===== src/logic/dfs_top_unused_marker.sv =====
`timescale 1ns/10ps


===== src/logic/dfs_pkg.sv =====
// Purpose: shared constants and types for the digital i/o function select block
// Assumes: parameter port addresses are the fieldbus parameter addresses
// Notes: codes are the function codes of the selectors, unsigned 16 bit
package dfs_pkg;

  // ----------------------------------------------------------------
  // parameter addresses
  // ----------------------------------------------------------------
  localparam logic [15:0] DFS_IN3_SEL_OFS = 16'h0708;
  localparam logic [15:0] DFS_OUT0_SEL_OFS = 16'h0712;
  localparam logic [15:0] DFS_OUT1_SEL_OFS = 16'h0714;

  // ----------------------------------------------------------------
  // input function codes
  // ----------------------------------------------------------------
  localparam logic [15:0] DFS_IN_FREE = 16'h0001;
  localparam logic [15:0] DFS_IN_FAULT_RESET = 16'h0002;
  localparam logic [15:0] DFS_IN_ENABLE = 16'h0003;
  localparam logic [15:0] DFS_IN_HALT = 16'h0004;
  localparam logic [15:0] DFS_IN_START_PP = 16'h0005;
  localparam logic [15:0] DFS_IN_CUR_LIMIT = 16'h0006;
  localparam logic [15:0] DFS_IN_ZERO_CLAMP = 16'h0007;
  localparam logic [15:0] DFS_IN_VEL_LIMIT = 16'h0008;
  localparam logic [15:0] DFS_IN_REF_SW = 16'h0015;
  localparam logic [15:0] DFS_IN_LIM_POS = 16'h0016;
  localparam logic [15:0] DFS_IN_LIM_NEG = 16'h0017;
  localparam logic [15:0] DFS_IN_PARSET = 16'h0018;
  localparam logic [15:0] DFS_IN_VEL_INT_OFF = 16'h001C;
  localparam logic [15:0] DFS_IN_RELMOVE_START = 16'h001E;
  localparam logic [15:0] DFS_IN_RELMOVE_ARM = 16'h001F;
  localparam logic [15:0] DFS_IN_BRAKE_REL = 16'h0028;

  // ----------------------------------------------------------------
  // output function codes
  // ----------------------------------------------------------------
  localparam logic [15:0] DFS_OUT_FREE = 16'h0001;
  localparam logic [15:0] DFS_OUT_NO_FAULT = 16'h0002;
  localparam logic [15:0] DFS_OUT_ACTIVE = 16'h0003;
  localparam logic [15:0] DFS_OUT_RELMOVE_DONE = 16'h0004;
  localparam logic [15:0] DFS_OUT_IN_POS_WIN = 16'h0005;
  localparam logic [15:0] DFS_OUT_IN_VEL_WIN = 16'h0006;
  localparam logic [15:0] DFS_OUT_VEL_BELOW = 16'h0007;
  localparam logic [15:0] DFS_OUT_CUR_BELOW = 16'h0008;
  localparam logic [15:0] DFS_OUT_HALT_ACK = 16'h0009;
  localparam logic [15:0] DFS_OUT_STANDSTILL = 16'h000D;
  localparam logic [15:0] DFS_OUT_SEL_ERROR = 16'h000E;
  localparam logic [15:0] DFS_OUT_REF_OK = 16'h000F;
  localparam logic [15:0] DFS_OUT_SEL_WARN = 16'h0010;
  localparam logic [15:0] DFS_OUT_POS_REG1 = 16'h0012;
  localparam logic [15:0] DFS_OUT_POS_REG2 = 16'h0013;
  localparam logic [15:0] DFS_OUT_POS_REG3 = 16'h0014;
  localparam logic [15:0] DFS_OUT_POS_REG4 = 16'h0015;
  localparam logic [15:0] DFS_OUT_MOVES_POS = 16'h0016;
  localparam logic [15:0] DFS_OUT_MOVES_NEG = 16'h0017;

  // ----------------------------------------------------------------
  // factory settings
  // ----------------------------------------------------------------
  localparam logic [15:0] DFS_IN3_SEL_RST = DFS_IN_FREE;
  localparam logic [15:0] DFS_OUT0_SEL_RST = DFS_OUT_NO_FAULT;
  localparam logic [15:0] DFS_OUT1_SEL_RST = DFS_OUT_ACTIVE;

  // ----------------------------------------------------------------
  // types
  // ----------------------------------------------------------------
  typedef enum logic [2:0] {
    dfs_st_not_ready,
    dfs_st_switch_on_disabled,
    dfs_st_ready_to_switch_on,
    dfs_st_switched_on,
    dfs_st_operation_enabled,
    dfs_st_quick_stop_active,
    dfs_st_fault_reaction,
    dfs_st_fault
  } dfs_opstate_e;

  typedef struct packed {
    logic wr;
    logic rd;
    logic [15:0] addr;
    logic [15:0] wdata;
  } dfs_param_req_s;

  typedef struct packed {
    logic ack;
    logic err;
    logic [15:0] rdata;
  } dfs_param_rsp_s;

  typedef struct packed {
    logic free_level;
    logic fault_reset;
    logic enable;
    logic halt;
    logic start_pp;
    logic cur_limit;
    logic zero_clamp;
    logic vel_limit;
    logic ref_switch;
    logic positive_limit_switch;
    logic negative_limit_switch;
    logic parset_sel;
    logic vel_int_off;
    logic relmove_start;
    logic relmove_arm;
    logic brake_release;
  } dfs_di_func_s;

  typedef struct packed {
    logic relmove_done;
    logic in_pos_win;
    logic in_vel_win;
    logic vel_below;
    logic cur_below;
    logic halt_ack;
    logic standstill;
    logic sel_error;
    logic ref_ok;
    logic sel_warning;
    logic [3:0] pos_reg;
    logic moves_pos;
    logic moves_neg;
  } dfs_status_s;

  function automatic logic dfs_in_code_ok(input logic [15:0] code);
    unique case (code)
      DFS_IN_FREE, DFS_IN_FAULT_RESET, DFS_IN_ENABLE, DFS_IN_HALT,
      DFS_IN_START_PP, DFS_IN_CUR_LIMIT, DFS_IN_ZERO_CLAMP, DFS_IN_VEL_LIMIT,
      DFS_IN_REF_SW, DFS_IN_LIM_POS, DFS_IN_LIM_NEG, DFS_IN_PARSET,
      DFS_IN_VEL_INT_OFF, DFS_IN_RELMOVE_START, DFS_IN_RELMOVE_ARM,
      DFS_IN_BRAKE_REL: return 1'b1;
      default: return 1'b0;
    endcase
  endfunction : dfs_in_code_ok

  function automatic logic dfs_out_code_ok(input logic [15:0] code);
    unique case (code)
      DFS_OUT_FREE, DFS_OUT_NO_FAULT, DFS_OUT_ACTIVE, DFS_OUT_RELMOVE_DONE,
      DFS_OUT_IN_POS_WIN, DFS_OUT_IN_VEL_WIN, DFS_OUT_VEL_BELOW,
      DFS_OUT_CUR_BELOW, DFS_OUT_HALT_ACK, DFS_OUT_STANDSTILL,
      DFS_OUT_SEL_ERROR, DFS_OUT_REF_OK, DFS_OUT_SEL_WARN, DFS_OUT_POS_REG1,
      DFS_OUT_POS_REG2, DFS_OUT_POS_REG3, DFS_OUT_POS_REG4,
      DFS_OUT_MOVES_POS, DFS_OUT_MOVES_NEG: return 1'b1;
      default: return 1'b0;
    endcase
  endfunction : dfs_out_code_ok

endpackage : dfs_pkg


===== src/logic/dfs_out_sel.sv =====
// Purpose: level of one digital signal output from its active function code
// Assumes: status inputs already reflect the selected operating mode
// Notes: purely combinational, the top registers the result
`timescale 1ns/10ps
`default_nettype none
module dfs_out_sel (
  input wire logic [15:0] code_i,
  input wire dfs_pkg::dfs_opstate_e opstate_i,
  input wire dfs_pkg::dfs_status_s status_i,
  input wire logic user_level_i,
  output logic level_o
);
  import dfs_pkg::*;

  logic no_fault;
  logic active;

  // ----------------------------------------------------------------
  // operating state indications
  // ----------------------------------------------------------------
  assign no_fault = (opstate_i == dfs_st_ready_to_switch_on) ||
                    (opstate_i == dfs_st_switched_on) ||
                    (opstate_i == dfs_st_operation_enabled);
  assign active = (opstate_i == dfs_st_operation_enabled);

  // ----------------------------------------------------------------
  // function routing
  // ----------------------------------------------------------------
  // no error override here: a fault only shows through the chosen function
  always_comb begin
    unique case (code_i)
      DFS_OUT_FREE: level_o = user_level_i;
      DFS_OUT_NO_FAULT: level_o = no_fault;
      DFS_OUT_ACTIVE: level_o = active;
      DFS_OUT_RELMOVE_DONE: level_o = status_i.relmove_done;
      DFS_OUT_IN_POS_WIN: level_o = status_i.in_pos_win;
      DFS_OUT_IN_VEL_WIN: level_o = status_i.in_vel_win;
      DFS_OUT_VEL_BELOW: level_o = status_i.vel_below;
      DFS_OUT_CUR_BELOW: level_o = status_i.cur_below;
      DFS_OUT_HALT_ACK: level_o = status_i.halt_ack;
      DFS_OUT_STANDSTILL: level_o = status_i.standstill;
      DFS_OUT_SEL_ERROR: level_o = status_i.sel_error;
      DFS_OUT_REF_OK: level_o = status_i.ref_ok;
      DFS_OUT_SEL_WARN: level_o = status_i.sel_warning;
      DFS_OUT_POS_REG1: level_o = status_i.pos_reg[0];
      DFS_OUT_POS_REG2: level_o = status_i.pos_reg[1];
      DFS_OUT_POS_REG3: level_o = status_i.pos_reg[2];
      DFS_OUT_POS_REG4: level_o = status_i.pos_reg[3];
      DFS_OUT_MOVES_POS: level_o = status_i.moves_pos;
      DFS_OUT_MOVES_NEG: level_o = status_i.moves_neg;
      // codes are checked on write, so this arm only covers corrupt state
      default: level_o = 1'b0;
    endcase
  end

endmodule : dfs_out_sel
`default_nettype wire


===== src/logic/dfs_top.sv =====
// Purpose: function assignment of the third digital input and two signal outputs
// Assumes: all inputs synchronous to clk_i; power_up_i marks a fresh power-on
// Notes: stored selectors model the persistent image, active ones the running set
//
// Behaviour
// - code 1 leaves input free for application; code 2 resets a fault
// - code 3 enables the power stage; code 4 requests a halt
// - code 5 starts a profile positioning movement
// - code 6 limits current; code 7 applies zero clamping
// - code 8 limits velocity to the configured value
// - codes 21, 22, 23 give reference, positive and negative limit switch
// - code 24 switches between control-loop parameter sets
// - code 28 switches off the velocity controller integral term
// - code 30 starts a relative movement after capture
// - code 31 arms the relative movement after capture
// - code 40 releases the motor holding brake
// - selector writes accepted only while power stage is disabled
// - a written selector takes effect only at the next power-up
// - outputs keep their function level on error, never forced
// - factory default: first output no fault, second output active
// - each output routes to any listed function, mode dependent
// - no-fault function asserted in ready, switched-on or enabled states
// - active function asserted only in operation enabled state
`timescale 1ns/10ps
`default_nettype none
module dfs_top (
  input wire logic clk_i,
  input wire logic rst_b_i,
  input wire logic ce_i,
  input wire logic power_up_i,
  input wire logic factory_reset_i,
  input wire dfs_pkg::dfs_param_req_s param_req_i,
  output dfs_pkg::dfs_param_rsp_s param_rsp_o,
  input wire logic power_stage_on_i,
  input wire logic third_digital_input_i,
  input wire dfs_pkg::dfs_opstate_e opstate_i,
  input wire dfs_pkg::dfs_status_s status_i,
  input wire logic [1:0] user_out_i,
  output dfs_pkg::dfs_di_func_s di_func_o,
  output logic first_digital_output_o,
  output logic second_digital_output_o,
  output logic change_pending_o
);
  import dfs_pkg::*;

  // ----------------------------------------------------------------
  // reset release
  // ----------------------------------------------------------------
  logic rst_meta_q;
  logic rst_sync_q;
  logic rst_b;

  always_ff @(posedge clk_i or negedge rst_b_i) begin
    if (!rst_b_i) begin
      rst_meta_q <= 1'b0;
      rst_sync_q <= 1'b0;
    end else begin
      rst_meta_q <= 1'b1;
      rst_sync_q <= rst_meta_q;
    end
  end

  assign rst_b = rst_sync_q;

  // ----------------------------------------------------------------
  // parameter access decode
  // ----------------------------------------------------------------
  logic hit_in3;
  logic hit_out0;
  logic hit_out1;
  logic hit_any;
  logic wr_code_ok;
  logic wr_allowed;
  logic wr_in3;
  logic wr_out0;
  logic wr_out1;

  assign hit_in3 = (param_req_i.addr == DFS_IN3_SEL_OFS);
  assign hit_out0 = (param_req_i.addr == DFS_OUT0_SEL_OFS);
  assign hit_out1 = (param_req_i.addr == DFS_OUT1_SEL_OFS);
  assign hit_any = hit_in3 | hit_out0 | hit_out1;

  // a write is refused whole, never partly applied
  assign wr_code_ok = hit_in3 ? dfs_in_code_ok(param_req_i.wdata) :
                      dfs_out_code_ok(param_req_i.wdata);
  assign wr_allowed = param_req_i.wr && hit_any && !power_stage_on_i &&
                      wr_code_ok;
  assign wr_in3 = wr_allowed && hit_in3;
  assign wr_out0 = wr_allowed && hit_out0;
  assign wr_out1 = wr_allowed && hit_out1;

  // ----------------------------------------------------------------
  // stored selectors
  // ----------------------------------------------------------------
  // these stand for the persistent image; a factory reset or a block reset restores them
  logic [15:0] in3_stored_q;
  logic [15:0] out0_stored_q;
  logic [15:0] out1_stored_q;

  always_ff @(posedge clk_i or negedge rst_b) begin
    if (!rst_b) begin
      in3_stored_q <= DFS_IN3_SEL_RST;
    end else if (ce_i) begin
      if (factory_reset_i) begin
        in3_stored_q <= DFS_IN3_SEL_RST;
      end else if (wr_in3) begin
        in3_stored_q <= param_req_i.wdata;
      end
    end
  end

  always_ff @(posedge clk_i or negedge rst_b) begin
    if (!rst_b) begin
      out0_stored_q <= DFS_OUT0_SEL_RST;
      out1_stored_q <= DFS_OUT1_SEL_RST;
    end else if (ce_i) begin
      if (factory_reset_i) begin
        out0_stored_q <= DFS_OUT0_SEL_RST;
        out1_stored_q <= DFS_OUT1_SEL_RST;
      end else begin
        if (wr_out0) begin
          out0_stored_q <= param_req_i.wdata;
        end
        if (wr_out1) begin
          out1_stored_q <= param_req_i.wdata;
        end
      end
    end
  end

  // ----------------------------------------------------------------
  // active selectors
  // ----------------------------------------------------------------
  // copied only at power-up so a change cannot alter wiring under a live axis
  logic [15:0] in3_active_q;
  logic [15:0] out0_active_q;
  logic [15:0] out1_active_q;

  always_ff @(posedge clk_i or negedge rst_b) begin
    if (!rst_b) begin
      in3_active_q <= DFS_IN3_SEL_RST;
      out0_active_q <= DFS_OUT0_SEL_RST;
      out1_active_q <= DFS_OUT1_SEL_RST;
    end else if (ce_i && power_up_i) begin
      in3_active_q <= in3_stored_q;
      out0_active_q <= out0_stored_q;
      out1_active_q <= out1_stored_q;
    end
  end

  always_ff @(posedge clk_i or negedge rst_b) begin
    if (!rst_b) begin
      change_pending_o <= 1'b0;
    end else if (ce_i) begin
      if (power_up_i) begin
        // a write in the power-up cycle lands after the copy, so it stays pending
        change_pending_o <= !factory_reset_i && (wr_in3 || wr_out0 || wr_out1);
      end else begin
        change_pending_o <= (in3_stored_q != in3_active_q) ||
                            (out0_stored_q != out0_active_q) ||
                            (out1_stored_q != out1_active_q);
      end
    end
  end

  // ----------------------------------------------------------------
  // parameter response
  // ----------------------------------------------------------------
  logic [15:0] rd_value;

  always_comb begin
    rd_value = 16'h0000;
    if (hit_in3) begin
      rd_value = in3_stored_q;
    end else if (hit_out0) begin
      rd_value = out0_stored_q;
    end else if (hit_out1) begin
      rd_value = out1_stored_q;
    end
  end

  always_ff @(posedge clk_i or negedge rst_b) begin
    if (!rst_b) begin
      param_rsp_o <= '0;
    end else if (ce_i) begin
      param_rsp_o.ack <= param_req_i.wr | param_req_i.rd;
      if (param_req_i.wr) begin
        param_rsp_o.err <= !wr_allowed;
        param_rsp_o.rdata <= 16'h0000;
      end else if (param_req_i.rd) begin
        param_rsp_o.err <= !hit_any;
        param_rsp_o.rdata <= rd_value;
      end else begin
        param_rsp_o.err <= 1'b0;
        param_rsp_o.rdata <= 16'h0000;
      end
    end
  end

  // ----------------------------------------------------------------
  // input edge detection
  // ----------------------------------------------------------------
  logic di_prev_q;
  logic di_rise;

  always_ff @(posedge clk_i or negedge rst_b) begin
    if (!rst_b) begin
      di_prev_q <= 1'b0;
    end else if (ce_i) begin
      di_prev_q <= third_digital_input_i;
    end
  end

  // fault reset and start requests act on the rising edge so a held switch fires once
  assign di_rise = third_digital_input_i && !di_prev_q;

  // ----------------------------------------------------------------
  // input function: free use, fault reset, enable, halt
  // ----------------------------------------------------------------
  always_ff @(posedge clk_i or negedge rst_b) begin
    if (!rst_b) begin
      di_func_o.free_level <= 1'b0;
      di_func_o.fault_reset <= 1'b0;
    end else if (ce_i) begin
      di_func_o.free_level <= (in3_active_q == DFS_IN_FREE) &&
                              third_digital_input_i;
      di_func_o.fault_reset <= (in3_active_q == DFS_IN_FAULT_RESET) &&
                               di_rise;
    end
  end

  always_ff @(posedge clk_i or negedge rst_b) begin
    if (!rst_b) begin
      di_func_o.enable <= 1'b0;
      di_func_o.halt <= 1'b0;
    end else if (ce_i) begin
      di_func_o.enable <= (in3_active_q == DFS_IN_ENABLE) &&
                          third_digital_input_i;
      di_func_o.halt <= (in3_active_q == DFS_IN_HALT) &&
                        third_digital_input_i;
    end
  end

  // ----------------------------------------------------------------
  // input function: movement start and limitations
  // ----------------------------------------------------------------
  always_ff @(posedge clk_i or negedge rst_b) begin
    if (!rst_b) begin
      di_func_o.start_pp <= 1'b0;
    end else if (ce_i) begin
      di_func_o.start_pp <= (in3_active_q == DFS_IN_START_PP) && di_rise;
    end
  end

  always_ff @(posedge clk_i or negedge rst_b) begin
    if (!rst_b) begin
      di_func_o.cur_limit <= 1'b0;
      di_func_o.zero_clamp <= 1'b0;
      di_func_o.vel_limit <= 1'b0;
    end else if (ce_i) begin
      di_func_o.cur_limit <= (in3_active_q == DFS_IN_CUR_LIMIT) &&
                             third_digital_input_i;
      di_func_o.zero_clamp <= (in3_active_q == DFS_IN_ZERO_CLAMP) &&
                              third_digital_input_i;
      di_func_o.vel_limit <= (in3_active_q == DFS_IN_VEL_LIMIT) &&
                             third_digital_input_i;
    end
  end

  // ----------------------------------------------------------------
  // input function: switches
  // ----------------------------------------------------------------
  // switch levels pass straight through; polarity is the wiring's concern
  always_ff @(posedge clk_i or negedge rst_b) begin
    if (!rst_b) begin
      di_func_o.ref_switch <= 1'b0;
      di_func_o.positive_limit_switch <= 1'b0;
      di_func_o.negative_limit_switch <= 1'b0;
    end else if (ce_i) begin
      di_func_o.ref_switch <= (in3_active_q == DFS_IN_REF_SW) &&
                              third_digital_input_i;
      di_func_o.positive_limit_switch <= (in3_active_q == DFS_IN_LIM_POS) &&
                                         third_digital_input_i;
      di_func_o.negative_limit_switch <= (in3_active_q == DFS_IN_LIM_NEG) &&
                                         third_digital_input_i;
    end
  end

  // ----------------------------------------------------------------
  // input function: controller tuning
  // ----------------------------------------------------------------
  always_ff @(posedge clk_i or negedge rst_b) begin
    if (!rst_b) begin
      di_func_o.parset_sel <= 1'b0;
      di_func_o.vel_int_off <= 1'b0;
    end else if (ce_i) begin
      di_func_o.parset_sel <= (in3_active_q == DFS_IN_PARSET) &&
                              third_digital_input_i;
      di_func_o.vel_int_off <= (in3_active_q == DFS_IN_VEL_INT_OFF) &&
                               third_digital_input_i;
    end
  end

  // ----------------------------------------------------------------
  // input function: relative movement after capture, brake
  // ----------------------------------------------------------------
  always_ff @(posedge clk_i or negedge rst_b) begin
    if (!rst_b) begin
      di_func_o.relmove_start <= 1'b0;
      di_func_o.relmove_arm <= 1'b0;
    end else if (ce_i) begin
      di_func_o.relmove_start <= (in3_active_q == DFS_IN_RELMOVE_START) &&
                                 di_rise;
      di_func_o.relmove_arm <= (in3_active_q == DFS_IN_RELMOVE_ARM) &&
                               third_digital_input_i;
    end
  end

  always_ff @(posedge clk_i or negedge rst_b) begin
    if (!rst_b) begin
      di_func_o.brake_release <= 1'b0;
    end else if (ce_i) begin
      di_func_o.brake_release <= (in3_active_q == DFS_IN_BRAKE_REL) &&
                                 third_digital_input_i;
    end
  end

  // ----------------------------------------------------------------
  // signal outputs
  // ----------------------------------------------------------------
  logic out0_level;
  logic out1_level;

  dfs_out_sel u_out0_sel (
    .code_i(out0_active_q),
    .opstate_i(opstate_i),
    .status_i(status_i),
    .user_level_i(user_out_i[0]),
    .level_o(out0_level)
  );

  dfs_out_sel u_out1_sel (
    .code_i(out1_active_q),
    .opstate_i(opstate_i),
    .status_i(status_i),
    .user_level_i(user_out_i[1]),
    .level_o(out1_level)
  );

  // no fault input here on purpose: an error leaves the routed level alone
  always_ff @(posedge clk_i or negedge rst_b) begin
    if (!rst_b) begin
      first_digital_output_o <= 1'b0;
      second_digital_output_o <= 1'b0;
    end else if (ce_i) begin
      first_digital_output_o <= out0_level;
      second_digital_output_o <= out1_level;
    end
  end

endmodule : dfs_top
`default_nettype wire


===== config.mk =====
export PLATFORM = sky130hd
export DESIGN_NAME = dfs_top
export DESIGN_NICKNAME = d
export VERILOG_FILES = /design/src/logic/dfs_top_unused_marker.sv /design/src/logic/dfs_pkg.sv /design/src/logic/dfs_out_sel.sv /design/src/logic/dfs_top.sv
export SDC_FILE = /design/constraint.sdc
export NUM_CORES = 1
export LEC_CHECK = 0
export BUFFER_PORTS_ARGS = -buffer_cell sky130_fd_sc_hd__clkbuf_2
export CAP_MARGIN = 20
export CELL_PAD_IN_SITES_DETAIL_PLACEMENT = 0
export CELL_PAD_IN_SITES_GLOBAL_PLACEMENT = 1
export CORE_AREA = 2 2 122 124
export CTS_CLUSTER_DIAMETER = 30
export DETAILED_ROUTE_END_ITERATION = 8
export DIE_AREA = 0 0 124 126
export MAX_ROUTING_LAYER = met4
export PLACE_DENSITY = 0.92
export SYNTH_ARGS = -nofsm -noshare
export SYNTH_HDL_FRONTEND = slang
export SYNTH_SLANG_ARGS = --single-unit

===== constraint.sdc =====
create_clock -name clk_i -period 8.7 [get_ports clk_i]
set_input_delay 1.305 -clock clk_i [delete_from_list [all_inputs] [get_ports clk_i]]
set_output_delay 1.305 -clock clk_i [all_outputs]
set_load 0.005 [all_outputs]

==> metrics.txt <==
# TYPE chip_impl_metric gauge
chip_impl_metric{name="postCtsSetupRepairBufs",unit=""} 0
chip_impl_metric{name="reg2regPathDepth",unit=""} 5
chip_impl_metric{name="tritoncts.num_buffers",unit=""} 17
chip_impl_info{name="timing.critical_path.cells",value="clkbuf_2 > nor4b_1 > and4_1 > a2111oi_4 > o211ai_2 > and3_1"} 1
chip_impl_metric{name="met1Wirelength",unit="um"} 7620
chip_impl_metric{name="first_pass_grt_wire_length",unit="um"} 28200
chip_impl_metric{name="final_nets",unit=""} 766
chip_impl_metric{name="timing_hold_violations_final",unit=""} 0
chip_impl_metric{name="final-max-slew-violation-count",unit=""} 0
chip_impl_metric{name="port_buffers",unit=""} 98
chip_impl_metric{name="pin_count_of_the_biggest_net_entering_global_routing",unit=""} 82
chip_impl_metric{name="antenna-diode-count",unit=""} 0
chip_impl_info{name="clock_tree.root_cell",value="sky130_fd_sc_hd__clkbuf_16"} 1
chip_impl_metric{name="rows",unit=""} 44
chip_impl_metric{name="combinationalPowerShare",unit=""} 0.056
chip_impl_info{name="critical-path-top-delay-family",value="simple AND/OR/NAND/NOR gates"} 1
chip_impl_metric{name="power_per_cell_area",unit="nW/um2"} 170
chip_impl_info{name="top_layer_used",value="met4"} 1
chip_impl_metric{name="num_vias",unit=""} 5362
chip_impl_metric{name="synthesized_area_per_cell",unit="um2"} 11.2
chip_impl_metric{name="netlist.area_leader.share",unit=""} 0.465
chip_impl_metric{name="synth-async-reset-ratio",unit=""} 1.00
chip_impl_metric{name="route.final.wire_length",unit="um"} 17700
chip_impl_metric{name="synth_seq_cells",unit=""} 136
chip_impl_metric{name="ios",unit=""} 99
chip_impl_metric{name="transition_at_the_pin_with_the_smallest_max_transition_slack",unit="ns"} 1.09
chip_impl_info{name="worstSetupEndpointType",value="flop"} 1
chip_impl_info{name="r2r_start",value="out0_active_q[5]"} 1
chip_impl_info{name="crit-reg2reg-capture",value="first_digital_output_o"} 1
chip_impl_metric{name="synth_nets",unit=""} 681
chip_impl_metric{name="post-route-min-period",unit="ns"} 3.67
chip_impl_metric{name="cts-hold-fix-buffers",unit=""} 0
chip_impl_info{name="netlist_top_cells_area",value="sky130_fd_sc_hd__dfrtp_1 (46%), sky130_fd_sc_hd__mux2_2 (8.8%), sky130_fd_sc_hd__xnor2_1 (6.0%)"} 1
chip_impl_info{name="yosysTopAreaCell",value="sky130_fd_sc_hd__dfrtp_1"} 1
chip_impl_info{name="worstHoldEndpoint",value="rst_b"} 1
chip_impl_metric{name="slowest_delay",unit="ns"} 0.91
chip_impl_metric{name="cp.arrival",unit="ns"} 4.03
chip_impl_metric{name="global_route.usage.total",unit=""} 0.244
chip_impl_metric{name="floorplan.die_area",unit="um2"} 15600
chip_impl_metric{name="power.internal",unit="mW"} 1.05
chip_impl_metric{name="cp.buffers_inverters",unit=""} 1
chip_impl_metric{name="routed-wl-met2",unit="um"} 8410
chip_impl_metric{name="ys_warn_count",unit=""} 0
chip_impl_info{name="cts_tree",value="done"} 1
chip_impl_metric{name="first_iter_violations",unit=""} 610
chip_impl_metric{name="route.detailed.drc",unit=""} 0
chip_impl_metric{name="worst-endpoint-required",unit="ns"} 9.06
chip_impl_metric{name="hold_depth",unit=""} 0
chip_impl_metric{name="detailroute.wirelength.met3",unit="um"} 1270
chip_impl_metric{name="clock_insertion_delay_worst_skew",unit="ns"} 0.43
chip_impl_metric{name="min_period_over_period",unit=""} 0.422
chip_impl_metric{name="final_area",unit="um2"} 8060
chip_impl_info{name="hold_class",value="reg -> reg"} 1
chip_impl_metric{name="p_clk_frac",unit=""} 0.474
chip_impl_metric{name="drive_above_1_share",unit=""} 0.321
chip_impl_metric{name="synthesis.instances",unit=""} 618
chip_impl_metric{name="yosysUniqueCellTypes",unit=""} 69
chip_impl_metric{name="core",unit="um2"} 14300
chip_impl_metric{name="setup_viol",unit=""} 0
chip_impl_info{name="timing.setup.critical_path_class",value="in -> reg"} 1
chip_impl_metric{name="clock_skew",unit="ns"} 0.00770
chip_impl_metric{name="finalPower",unit="mW"} 1.37
chip_impl_metric{name="cts_max_path_buffers",unit=""} 2
chip_impl_metric{name="wl_per_cell",unit="um"} 19.6
chip_impl_metric{name="register_area_share_after_synthesis",unit=""} 0.495
chip_impl_metric{name="portion_of_total_power_attributed_to_sequential_cells",unit=""} 0.470
chip_impl_metric{name="clkSinkCount",unit=""} 136
chip_impl_info{name="unrepaired_setup_endpoints_after_global_routing",value="false"} 1
chip_impl_metric{name="cap_viol_max_count",unit=""} 0
chip_impl_metric{name="setup-tns-final",unit="ns"} 0
chip_impl_metric{name="r2r_slack",unit="ns"} 6.46
chip_impl_info{name="synth-main-ff-cell",value="sky130_fd_sc_hd__dfrtp_1"} 1
chip_impl_metric{name="floorplan.die.height",unit="um"} 126
chip_impl_metric{name="slew_headroom",unit=""} 0.272
chip_impl_metric{name="power_switching",unit="mW"} 0.326
chip_impl_metric{name="antenna_found_initial",unit=""} 0
chip_impl_metric{name="grt_pass1_vias",unit=""} 5252
chip_impl_metric{name="gp_congestion",unit=""} 0.883
chip_impl_metric{name="total_of_cells_resized_after_clock_tree_synthesis",unit=""} 0
chip_impl_metric{name="synth_edf_count",unit=""} 0
chip_impl_metric{name="critical_path.max_fanout",unit=""} 21
chip_impl_metric{name="switching_share",unit=""} 0.237
chip_impl_metric{name="die_x",unit="um"} 124
chip_impl_metric{name="detail_routed_via_count_per_cell",unit=""} 5.96
chip_impl_metric{name="dpl-instance-area",unit="um2"} 7450
chip_impl_metric{name="ctsHtreeMaxLevel",unit=""} 4
chip_impl_metric{name="fmax",unit="GHz"} 0.273
chip_impl_metric{name="synth.cell_area",unit="um2"} 6890
chip_impl_metric{name="syn_to_final_growth",unit="%"} 16.9
chip_impl_metric{name="overflow",unit=""} 0
chip_impl_info{name="status",value="finished clean"} 1
chip_impl_info{name="worstSetupStartpointType",value="input port"} 1
chip_impl_metric{name="initial_util",unit=""} 0.481
chip_impl_metric{name="fillerInstances",unit=""} 1205
chip_impl_info{name="worst_hold_startpoint",value="rst_meta_q"} 1
chip_impl_metric{name="antenna_left",unit=""} 0
chip_impl_metric{name="drt-pass1-iter-count",unit=""} 7
chip_impl_metric{name="dp_hpwl",unit="um"} 12300
chip_impl_info{name="crit_path_top_delay_cell",value="sky130_fd_sc_hd__o211ai_2"} 1
chip_impl_metric{name="ir_worst_vdd",unit="mV"} 0.149
chip_impl_metric{name="p_leak",unit="nW"} 3.68
chip_impl_metric{name="clkTransAtPathRegs",unit="ns"} 0.06
-- worst max path at each step --
stage                        endpoint  slack (ns)  cells after the start             from
global placement    out1_stored_q[10]        4.87                      6  param_req_i[17]
global route         out1_stored_q[9]        4.89                      6  param_req_i[17]
detailed placement  out1_stored_q[10]        4.67                      6  param_req_i[17]
floorplan            change_pending_o        4.64                      0            rst_b
CTS                 out1_stored_q[10]        5.11                      6  param_req_i[17]
finish              out1_stored_q[10]        5.03                      6  param_req_i[17]
-- per-layer routing --
| layer | vias up | track usage |
|---|---|---|
| li1 | 2465 | - |
| met1 | 2625 | 0.323 |
| met2 | 240 | 0.362 |
| met3 | 32 | 0.0639 |
| met4 | 0 | 0.0866 |
| met5 | - | - |
-- cell families after synthesis --
kind of cell | count (synthesis) | share of synthesized area
buffers and inverters | 80 | 0.0505
other | 1 | 0.000544
muxes | 58 | 0.0940
DFF | 136 | 0.495
xor gates and xnor gates | 49 | 0.0623
and+or+nand+nor | 174 | 0.163
AOI/OAI and AO/OA | 119 | 0.132
adders and majority gates | 1 | 0.00182
-- registers in the layout, indices dropped and copies added, names as in the netlist --
signal                   flops
param_rsp_o                 18
di_func_o                   16
in3_active_q                16
in3_stored_q                16
out0_active_q               16
out0_stored_q               16
out1_active_q               16
out1_stored_q               16
change_pending_o             1
di_prev_q                    1
first_digital_output_o       1
rst_b                        1
rst_meta_q                   1
second_digital_output_o      1
-- power by group through the flow --
stage	sequential, mW	combinational [mW]	clock, mW
final	0.646	0.0772	0.651
after detailed placement	0.657	0.0751	0
after global placement	0.657	0.0727	0
after global routing	0.647	0.0856	0.683
after CTS	0.646	0.0754	0.658
after floorplan	0.659	0.0383	0
-- Yosys cell counts, types with 3 or more instances --
| cell type | instances |
|---|---|
| sky130_fd_sc_hd__nand4b_1 | 4 |
| sky130_fd_sc_hd__dfstp_2 | 8 |
| sky130_fd_sc_hd__a211oi_1 | 3 |
| sky130_fd_sc_hd__buf_2 | 8 |
| sky130_fd_sc_hd__nand4_1 | 16 |
| sky130_fd_sc_hd__a311oi_1 | 3 |
| sky130_fd_sc_hd__nor4b_1 | 3 |
| sky130_fd_sc_hd__o32ai_1 | 3 |
| sky130_fd_sc_hd__nor3_2 | 5 |
| sky130_fd_sc_hd__nor3_1 | 9 |
| sky130_fd_sc_hd__a22o_1 | 4 |
| sky130_fd_sc_hd__nand2_1 | 19 |
| sky130_fd_sc_hd__clkbuf_1 | 22 |
| sky130_fd_sc_hd__buf_1 | 3 |
| sky130_fd_sc_hd__nand3b_1 | 5 |
| sky130_fd_sc_hd__mux2i_1 | 4 |
| sky130_fd_sc_hd__o21ai_2 | 4 |
| sky130_fd_sc_hd__xnor2_1 | 47 |
| sky130_fd_sc_hd__o21ai_1 | 7 |
| sky130_fd_sc_hd__o22ai_1 | 30 |
| sky130_fd_sc_hd__mux2_2 | 54 |
| sky130_fd_sc_hd__a21oi_2 | 3 |
| sky130_fd_sc_hd__o21ai_0 | 11 |
| sky130_fd_sc_hd__buf_6 | 4 |
| sky130_fd_sc_hd__nor2b_1 | 5 |
| sky130_fd_sc_hd__and3_1 | 24 |
| sky130_fd_sc_hd__and2_1 | 10 |
| sky130_fd_sc_hd__nor2_1 | 20 |
| sky130_fd_sc_hd__nand3_2 | 8 |
| sky130_fd_sc_hd__nor4_1 | 13 |
| sky130_fd_sc_hd__a21oi_1 | 10 |
| sky130_fd_sc_hd__nor3b_1 | 7 |
| sky130_fd_sc_hd__a2111oi_0 | 3 |
| sky130_fd_sc_hd__a222oi_1 | 16 |
| sky130_fd_sc_hd__dfrtp_1 | 128 |
| sky130_fd_sc_hd__inv_1 | 41 |
| sky130_fd_sc_hd__nand3_1 | 7 |
| sky130_fd_sc_hd__nand2b_1 | 7 |
-- stage by stage --
step	hold slack, ns	setup slack (ns)	cells	utilization
2_1_floorplan	0.331	4.64	618	-
3_3_place_gp	0.337	4.87	863	0.520
3_5_place_dp	0.345	4.67	864	0.521
4_1_cts	0.359	5.11	896	0.558
5_1_grt	0.362	4.89	900	0.563
6_report	0.357	5.03	900	0.563
-- cells in the final DEF, fill, tap and decap left out, types with 8 or more instances in the layout --
| master | n |
|---|---|
| sky130_fd_sc_hd__inv_1 | 41 |
| sky130_fd_sc_hd__o21ai_0 | 11 |
| sky130_fd_sc_hd__nand4_1 | 16 |
| sky130_fd_sc_hd__nor4_1 | 13 |
| sky130_fd_sc_hd__dfrtp_1 | 127 |
| sky130_fd_sc_hd__mux2_2 | 54 |
| sky130_fd_sc_hd__o22ai_1 | 30 |
| sky130_fd_sc_hd__xnor2_1 | 47 |
| sky130_fd_sc_hd__a21oi_1 | 10 |
| sky130_fd_sc_hd__nand2_1 | 18 |
| sky130_fd_sc_hd__nor3_1 | 9 |
| sky130_fd_sc_hd__clkbuf_16 | 17 |
| sky130_fd_sc_hd__nor2_1 | 20 |
| sky130_fd_sc_hd__nand3_2 | 8 |
| sky130_fd_sc_hd__clkbuf_2 | 98 |
| sky130_fd_sc_hd__dfstp_2 | 8 |
| sky130_fd_sc_hd__a222oi_1 | 16 |
| sky130_fd_sc_hd__and2_1 | 10 |
| sky130_fd_sc_hd__and3_1 | 24 |
-- cell type report --
| class | instances | area, um2 | area share |
|---|---|---|---|
| Clock buffer | 22 | 464 | 0.0576 |
| Sequential cell | 136 | 3420 | 0.424 |
| Clock inverter | 10 | 71.3 | 0.00885 |
| Inverter | 41 | 154 | 0.0191 |
| Tap cell | 184 | 230 | 0.0286 |
| Timing Repair Buffer | 105 | 587 | 0.0728 |
| Multi-Input combinational cell | 402 | 3130 | 0.389 |
Note: power is estimated with default switching activity, not from simulation.
